==> config.mk <==
export PLATFORM = sky130hd
export DESIGN_NAME = lfrc_top
export DESIGN_NICKNAME = d
export VERILOG_FILES = /design/src/pkg/lfrc_pkg.sv /design/src/rtl/lfrc_top.sv
export SDC_FILE = /design/constraint.sdc
export NUM_CORES = 1
export LEC_CHECK = 0
export BUFFER_PORTS_ARGS = -buffer_cell sky130_fd_sc_hd__buf_4
export CAP_MARGIN = 15
export CORE_MARGIN = 2
export CORE_UTILIZATION = 56
export CTS_CLUSTER_DIAMETER = 40
export DETAILED_ROUTE_END_ITERATION = 16
export PLACE_DENSITY = 0.75
export SYNTH_ARGS = -nofsm -noshare
export SYNTH_HDL_FRONTEND = slang
export SYNTH_SLANG_ARGS = --single-unit
==> constraint.sdc <==
create_clock -name clk_i -period 3.1 [get_ports clk_i]
set_clock_uncertainty 0.1 [all_clocks]
set_input_delay 0.62 -clock clk_i [delete_from_list [all_inputs] [get_ports clk_i]]
set_output_delay 0.62 -clock clk_i [all_outputs]
set_load 0.005 [all_outputs]
==> src/pkg/lfrc_pkg.sv <==
// register map, field positions and reset values of the receiver page
package lfrc_pkg;
    localparam logic [7:0] LFRC_OFS_D = 8'h22;
    localparam logic [7:0] LFRC_OFS_C = 8'h23;
    localparam logic [7:0] LFRC_OFS_B = 8'h24;
    localparam logic [7:0] LFRC_OFS_PAGE = 8'h30;
    localparam logic [7:0] LFRC_OFS_STAT = 8'h31;
    localparam logic [7:0] LFRC_RST_D = 8'h00;
    localparam logic [7:0] LFRC_RST_C = 8'hC8;
    localparam logic [7:0] LFRC_RST_B = 8'hC4;
    localparam logic [7:0] LFRC_D_WMASK = 8'hDF;
    localparam int LFRC_D_ERROR_BEHAVIOUR_SELECT = 2;
    localparam int LFRC_D_QSTAT = 5;
    localparam int LFRC_D_TRIG_LO = 3;
    localparam int LFRC_C_DATA_AUTOZERO_ENABLE = 3;
    localparam int LFRC_C_QEN = 0;
    localparam int LFRC_B_POL = 3;
    localparam int LFRC_B_FILT_LO = 4;
    localparam int LFRC_B_CNT_LO = 0;
    localparam logic [1:0] LFRC_TRIG_PLAIN = 2'h0;
    localparam logic [1:0] LFRC_TRIG_RAND = 2'h1;
    localparam logic [1:0] LFRC_TRIG_LOW = 2'h2;
    localparam logic [1:0] LFRC_TRIG_HIGH = 2'h3;
    // carrier packets: 2 x 32 us or 8 x 8 us, 10 MHz clock
    localparam int LFRC_CLK_KHZ = 10000;
    localparam int LFRC_PKT_LONG_US = 64;
    localparam int LFRC_PKT_SHORT_US = 64;
    localparam int LFRC_SUB_LONG_US = 32;
    localparam int LFRC_SUB_SHORT_US = 8;
    localparam int LFRC_SUB_LONG_CYC = LFRC_SUB_LONG_US * LFRC_CLK_KHZ / 1000;
    localparam int LFRC_SUB_SHORT_CYC =
        LFRC_SUB_SHORT_US * LFRC_CLK_KHZ / 1000;
endpackage : lfrc_pkg

==> src/rtl/lfrc_top.sv <==
// receiver control page: wishbone registers and the decoder logic they steer
// How it works
// - error-behaviour bit 0: any decode error ends the ON window
// - error-behaviour bit 1 with ON time left: error returns receiver to sniff
// - error-behaviour bit resets to 0 and is software read/write
// - check codes 00/11 use 2x32 us packets, 01/10 use 8x8 us packets
// - paged registers are reachable only while page-select bit is 1; otherwise they read zero and ignore writes
// - data auto-zero enable bit 3 allows auto-zero in data frames
// - damping enable bit 0 turns input damping on or off
// - polarity 0: mid-bit fall is zero, rise is one; 1 inverts
// - polarity ignored in carrier mode and cleared by reset
// - 3-bit edge count sets least data edges between auto-zero requests outside jitter mode, which draws count-1, count or count+1
// - filter codes 00/01 low-pass, 10 bi-phase low, 11 bi-phase high offset
// - trigger mode: after count, count with jitter, or count plus data level
//
// Chosen here: the Wishbone slave port.
`timescale 1ns/1ps
module lfrc_top
    import lfrc_pkg::*;
(
    input wire logic clk_i,
    input wire logic rst_i,
    input wire logic cyc_i,
    input wire logic stb_i,
    input wire logic we_i,
    input wire logic [7:0] adr_i,
    input wire logic [7:0] dat_i,
    input wire logic sel_i,
    output logic [7:0] dat_o,
    output logic ack_o,
    input wire logic [3:0] carrier_detect_time_setting_i,
    input wire logic carrier_i,
    input wire logic carrier_mode_i,
    input wire logic mid_edge_i,
    input wire logic data_level_i,
    input wire logic data_edge_i,
    input wire logic decode_error_i,
    input wire logic on_time_left_i,
    output logic end_on_window_o,
    output logic go_sniff_o,
    output logic carrier_valid_o,
    output logic data_bit_o,
    output logic data_bit_valid_o,
    output logic auto_zero_req_o,
    output logic q_damping_on_o,
    output logic biphase_on_o,
    output logic high_offset_o
);
    logic [7:0] ctrl_d_ff;
    logic [7:0] ctrl_c_ff;
    logic [7:0] ctrl_b_ff;
    logic page_ff;
    logic [7:0] dat_ff;
    logic ack_ff;
    logic [7:0] nxt_dat;

    // bus decode; paged registers hidden while the page bit is clear
    wire req = cyc_i && stb_i && !ack_ff;
    wire wr = req && we_i && sel_i;
    wire hit_d = page_ff && adr_i == LFRC_OFS_D;
    wire hit_c = page_ff && adr_i == LFRC_OFS_C;
    wire hit_b = page_ff && adr_i == LFRC_OFS_B;
    wire hit_p = adr_i == LFRC_OFS_PAGE;
    wire hit_s = adr_i == LFRC_OFS_STAT;

    // decoded fields
    wire error_behaviour_select = ctrl_d_ff[LFRC_D_ERROR_BEHAVIOUR_SELECT];
    wire [1:0] chk = ctrl_d_ff[1:0];
    wire [1:0] trig = ctrl_d_ff[LFRC_D_TRIG_LO +: 2];
    wire az_en = ctrl_c_ff[LFRC_C_DATA_AUTOZERO_ENABLE];
    wire q_en = ctrl_c_ff[LFRC_C_QEN];
    wire pol = ctrl_b_ff[LFRC_B_POL];
    wire [1:0] filt = ctrl_b_ff[LFRC_B_FILT_LO +: 2];
    wire [2:0] az_cnt = ctrl_b_ff[LFRC_B_CNT_LO +: 3];

    // read mux; unmapped or hidden addresses read zero
    always_comb begin
        nxt_dat = 8'h00;
        if (hit_d) begin
            nxt_dat = {ctrl_d_ff[7:6], q_damping_on_o, ctrl_d_ff[4:0]};
        end else if (hit_c) begin
            nxt_dat = ctrl_c_ff;
        end else if (hit_b) begin
            nxt_dat = ctrl_b_ff;
        end else if (hit_p) begin
            nxt_dat = {7'h00, page_ff};
        end else if (hit_s) begin
            nxt_dat = {5'h00, auto_zero_req_o, carrier_valid_o, data_bit_o};
        end
    end

    // single-wait answer: ack one cycle after the request is seen
    always_ff @(posedge clk_i) begin
        if (rst_i) begin
            ack_ff <= 1'b0;
            dat_ff <= 8'h00;
        end else begin
            ack_ff <= req;
            dat_ff <= req ? nxt_dat : 8'h00;
        end
    end
    assign ack_o = ack_ff;
    assign dat_o = dat_ff;

    // register writes; a write with page clear reaches only the page register
    always_ff @(posedge clk_i) begin
        if (rst_i) begin
            ctrl_d_ff <= LFRC_RST_D;
            ctrl_c_ff <= LFRC_RST_C;
            ctrl_b_ff <= LFRC_RST_B;
            page_ff <= 1'b0;
        end else begin
            if (wr && hit_d) begin
                ctrl_d_ff <= dat_i & LFRC_D_WMASK;
            end
            if (wr && hit_c) begin
                ctrl_c_ff <= dat_i;
            end
            if (wr && hit_b) begin
                ctrl_b_ff <= dat_i;
            end
            if (wr && hit_p) begin
                page_ff <= dat_i[0];
            end
        end
    end

    // error handling of the ON window
    always_ff @(posedge clk_i) begin
        if (rst_i) begin
            end_on_window_o <= 1'b0;
            go_sniff_o <= 1'b0;
        end else begin
            go_sniff_o <= decode_error_i && error_behaviour_select && on_time_left_i;
            end_on_window_o <= decode_error_i &&
                !(error_behaviour_select && on_time_left_i);
        end
    end

    // carrier validator: n+1 packets of 2x32 us or 8x8 us
    localparam int SUBW = 9;
    logic [SUBW-1:0] sub_ff;
    logic [3:0] subs_ff;
    logic [4:0] pkts_ff;
    wire short_pkt = chk[0] ^ chk[1];
    wire [SUBW-1:0] sub_max = short_pkt ?
        SUBW'(LFRC_SUB_SHORT_CYC - 1) : SUBW'(LFRC_SUB_LONG_CYC - 1);
    wire [3:0] subs_max = short_pkt ? 4'h7 : 4'h1;
    wire sub_end = sub_ff == sub_max;
    wire pkt_end = sub_end && subs_ff == subs_max;
    wire [4:0] n_pkts = {1'b0, carrier_detect_time_setting_i} + 5'h01;
    always_ff @(posedge clk_i) begin
        if (rst_i || !carrier_i) begin
            sub_ff <= '0;
            subs_ff <= 4'h0;
            pkts_ff <= 5'h00;
            carrier_valid_o <= 1'b0;
        end else begin
            sub_ff <= sub_end ? '0 : sub_ff + 1'b1;
            if (sub_end) begin
                subs_ff <= pkt_end ? 4'h0 : subs_ff + 4'h1;
            end
            if (pkt_end && pkts_ff != n_pkts) begin
                pkts_ff <= pkts_ff + 5'h01;
            end
            carrier_valid_o <= pkts_ff == n_pkts;
        end
    end

    // manchester decode; no bit decoded in carrier mode
    always_ff @(posedge clk_i) begin
        if (rst_i) begin
            data_bit_o <= 1'b0;
            data_bit_valid_o <= 1'b0;
        end else begin
            data_bit_valid_o <= mid_edge_i && !carrier_mode_i;
            if (mid_edge_i && !carrier_mode_i) begin
                data_bit_o <= data_level_i ^ pol;
            end
        end
    end

    // auto-zero trigger: edge count with mode and enable
    logic [3:0] edges_ff;
    logic [3:0] target_ff;
    logic [7:0] lfsr_ff;
    wire [3:0] base = {1'b0, az_cnt};
    wire [3:0] jit_t = lfsr_ff[1:0] == 2'h0 ? base - 4'h1 :
        lfsr_ff[1:0] == 2'h1 ? base + 4'h1 : base;
    // plain modes follow the field at once; only jitter mode uses the latch
    wire [3:0] goal = trig == LFRC_TRIG_RAND ? target_ff : base;
    wire count_met = edges_ff >= goal;
    wire level_ok = trig == LFRC_TRIG_LOW ? !data_level_i :
        trig == LFRC_TRIG_HIGH ? data_level_i : 1'b1;
    wire fire = az_en && !carrier_mode_i && count_met && level_ok;
    always_ff @(posedge clk_i) begin
        if (rst_i) begin
            edges_ff <= 4'h0;
            target_ff <= 4'h4;
            lfsr_ff <= 8'h01;
            auto_zero_req_o <= 1'b0;
        end else begin
            lfsr_ff <= {lfsr_ff[6:0], lfsr_ff[7] ^ lfsr_ff[5]};
            auto_zero_req_o <= fire;
            if (fire) begin
                edges_ff <= 4'h0;
                target_ff <= trig == LFRC_TRIG_RAND ? jit_t : base;
            end else if (data_edge_i && edges_ff != 4'hF) begin
                edges_ff <= edges_ff + 4'h1;
            end
        end
    end

    // analog-facing controls
    always_ff @(posedge clk_i) begin
        if (rst_i) begin
            q_damping_on_o <= 1'b0;
            biphase_on_o <= 1'b0;
            high_offset_o <= 1'b0;
        end else begin
            q_damping_on_o <= q_en;
            biphase_on_o <= filt[1];
            high_offset_o <= filt == 2'h3;
        end
    end
endmodule : lfrc_top

==> out/qor.yml <==
tightestPinTransition_ns: 0.625
yosysMostFrequentCell: "dfxtp_1"
drc: 0
max_cap_violations: 0
status: "finished clean"
post-dp-hpwl_um: 5330
insertion_delay_ns: 0.34
crit_path_end_kind: "flip-flop"
preCtsSetupSlack_ns: 0.395
wire_length_of_the_first_global_routing_pass_um: 11800
cts_buffers: 9
die_area_sq_um: 6820
grt_setup_unrepaired: "no"
start_util: 0.580
worst_setup_hold_path_clk_slew_ns: 0.07
drt-initial-drc-count: 106
timing.hold.worst.class: "reg -> reg"
h-tree-depth: 3
synth_area_leaders: "dfxtp_1, mux2i_1, nor2_1"
number_of_nets_in_the_layout: 467
globalRouteOverflowTotal: 0
total_power_uw: 1780
synthCells: 365
ir_worst_vdd_mv: 0.354
buffer_type_at_the_clock_tree_root: "clkbuf_8"
main_flop_type_after_synthesis: "dfxtp_1"
cts_max_path_buffers: 2
detail-route-antenna-nets: 0
layout-area-overhead-vs-synth_pct: 19.0
final_critical_path_setup_slack_ns: 0.334
final_layout_size_suffix_gt1_frac: 0.201
cp_max_fo: 6
placement.cell_area_sq_um: 3950
worst_slew_margin_rel: 0.572
synthArstFlopShare: 0
io-pin-count: 51
synth.yosys.warnings: 0
critPathKind: "reg -> reg"
grt_antenna_before_repair: 0
dr.pass1.iters: 4
number_of_global_route_vias_before_repair: 2675
syn-num-nets: 409
final-max-slew-violation-count: 0
period_minus_slack_ns: 2.77
setup_total_negative_slack_ns: 0
wl_um: 7250
routed-via-count: 2761
final-instance-count-excl-fill: 502
cts_tree: "done"
viasPerCell: 5.50
synth_edf_count: 0
fp.coreArea_sq_um: 5960
floorplan.rows: 28
gp_routability_congestion: 0.878
cellLeakagePower_uw: 0.00173
yosys_register_bits: 76
postSynthAreaPerCell_sq_um: 9.47
post_cts_buffers: 0
placed_cells: 487
clkSinkCount: 76
io_buffer_count: 50
yosys.area.top_type_share: 0.440
synth_top_area_cell: "dfxtp_1"
crit_arrival_ns: 2.92
cts_hold_repair.buffers: 0
number_of_hold_slack_violations_in_the_final_timing_report: 0
grt_util_all_layers: 0.228
floorplan.die.width_um: 82.6
route.detailed.wl_per_inst_um: 14.4
maxClockFrequency_mhz: 361
ys_top_cells_by_count: "dfxtp_1, nor2_1, mux2i_1, nand2_1, xnor2_1"
fillers: 489
die_height_um: 82.6
postLayoutCellArea_sq_um: 4120
ys_seq_area_frac: 0.440
synth_cell_type_count: 56
power_density_nw_per_um2: 431
worst_setup_path_start_kind: "flip-flop"
grt_start_max_net_pins: 39
cts_resized: 0
antenna-diode-count: 0
final.period_utilization: 0.892
syn_area_sq_um: 3460
setup_viol: 0
cp_data_required_time_ns: 3.26
-- per-stage QoR --
step | util | hold WS (ns)
finish | 0.691 | 0.347
global route | 0.691 | 0.355
CTS | 0.691 | 0.347
detailed placement | 0.663 | 0.331
global placement | 0.663 | 0.320
floorplan | - | 0.314
-- final cells by class --
cell class              count  area (sq um)  share of cell area
multi-input cells         272          1870               0.454
inverters                   5          18.8             0.00456
clock buffers              13           159              0.0386
flip-flops and latches     76          1520               0.370
well taps                  75          93.8              0.0228
repair buffers             59           443               0.108
clock inverters             2          10.0             0.00243
-- power by group --
group	switching (uW)	total, uW	internal, uW	leakage, uW
Clock	329	658	328	0.0000893
Combinational	64.4	124	59.4	0.00103
Sequential	7.68	994	986	0.000615
-- kinds of logic (layout without fill, tap and decap cells) --
group / Yosys count / after routing / share of synthesized area
compound gates: 46 / 46 / 0.0883
xor+xnor: 22 / 22 / 0.0579
fa+ha+maj: 11 / 11 / 0.0398
buf+inv: 17 / 79 / 0.0192
flops: 76 / 76 / 0.440
mux: 36 / 36 / 0.105
simple gates: 157 / 157 / 0.250
-- cell usage in the layout (no fill, tap or decap), drive strengths merged, types with 8 or more instances in the layout --
cell type / n
ha: 11
nand2b: 14
nor2b: 12
nor2: 45
xnor2: 15
buf: 59
nor3: 11
mux2i: 35
clkbuf: 13
dfxtp: 76
a21oi: 12
o21ai: 8
nand2: 23
nand3: 14
-- layer usage --
metal	share of wire	vias up	global-route usage
li1	-	1398	-
met1	0.46	1282	0.286
met2	0.47	68	0.380
met3	0.054	13	0.0478
met4	0.018	0	0.0967
met5	0	-	0
-- final timing paths --
path	from	endpoint	slack, ns	cells after the start
worst max-delay path	ctrl_d_ff[4]	edges_ff[2]	0.33	8
worst min-delay path	lfsr_ff[4]	lfsr_ff[5]	0.35	1
worst max register to register	ctrl_d_ff[4]	edges_ff[2]	0.33	8
worst min register to register	lfsr_ff[4]	lfsr_ff[5]	0.35	1
-- state kept, by name (all words and copies together) (netlist names), 5 cells and up --
register,flops
ctrl_b_ff,8
ctrl_c_ff,8
ctrl_d_ff,7
dat_o,8
lfsr_ff,8
pkts_ff,5
sub_ff,9
-- worst max-delay path, cell delays in order, from the launching register on --
cell and delay (ns):
dfxtp_1 0.38, nand2b_1 0.24, mux2_2 0.36, ha_1 0.27, nand2b_1 0.14, a21o_1 0.19
a211oi_1 0.48, nor2_1 0.23, nor4_1 0.28
Note: power is estimated with default switching activity, not from simulation.
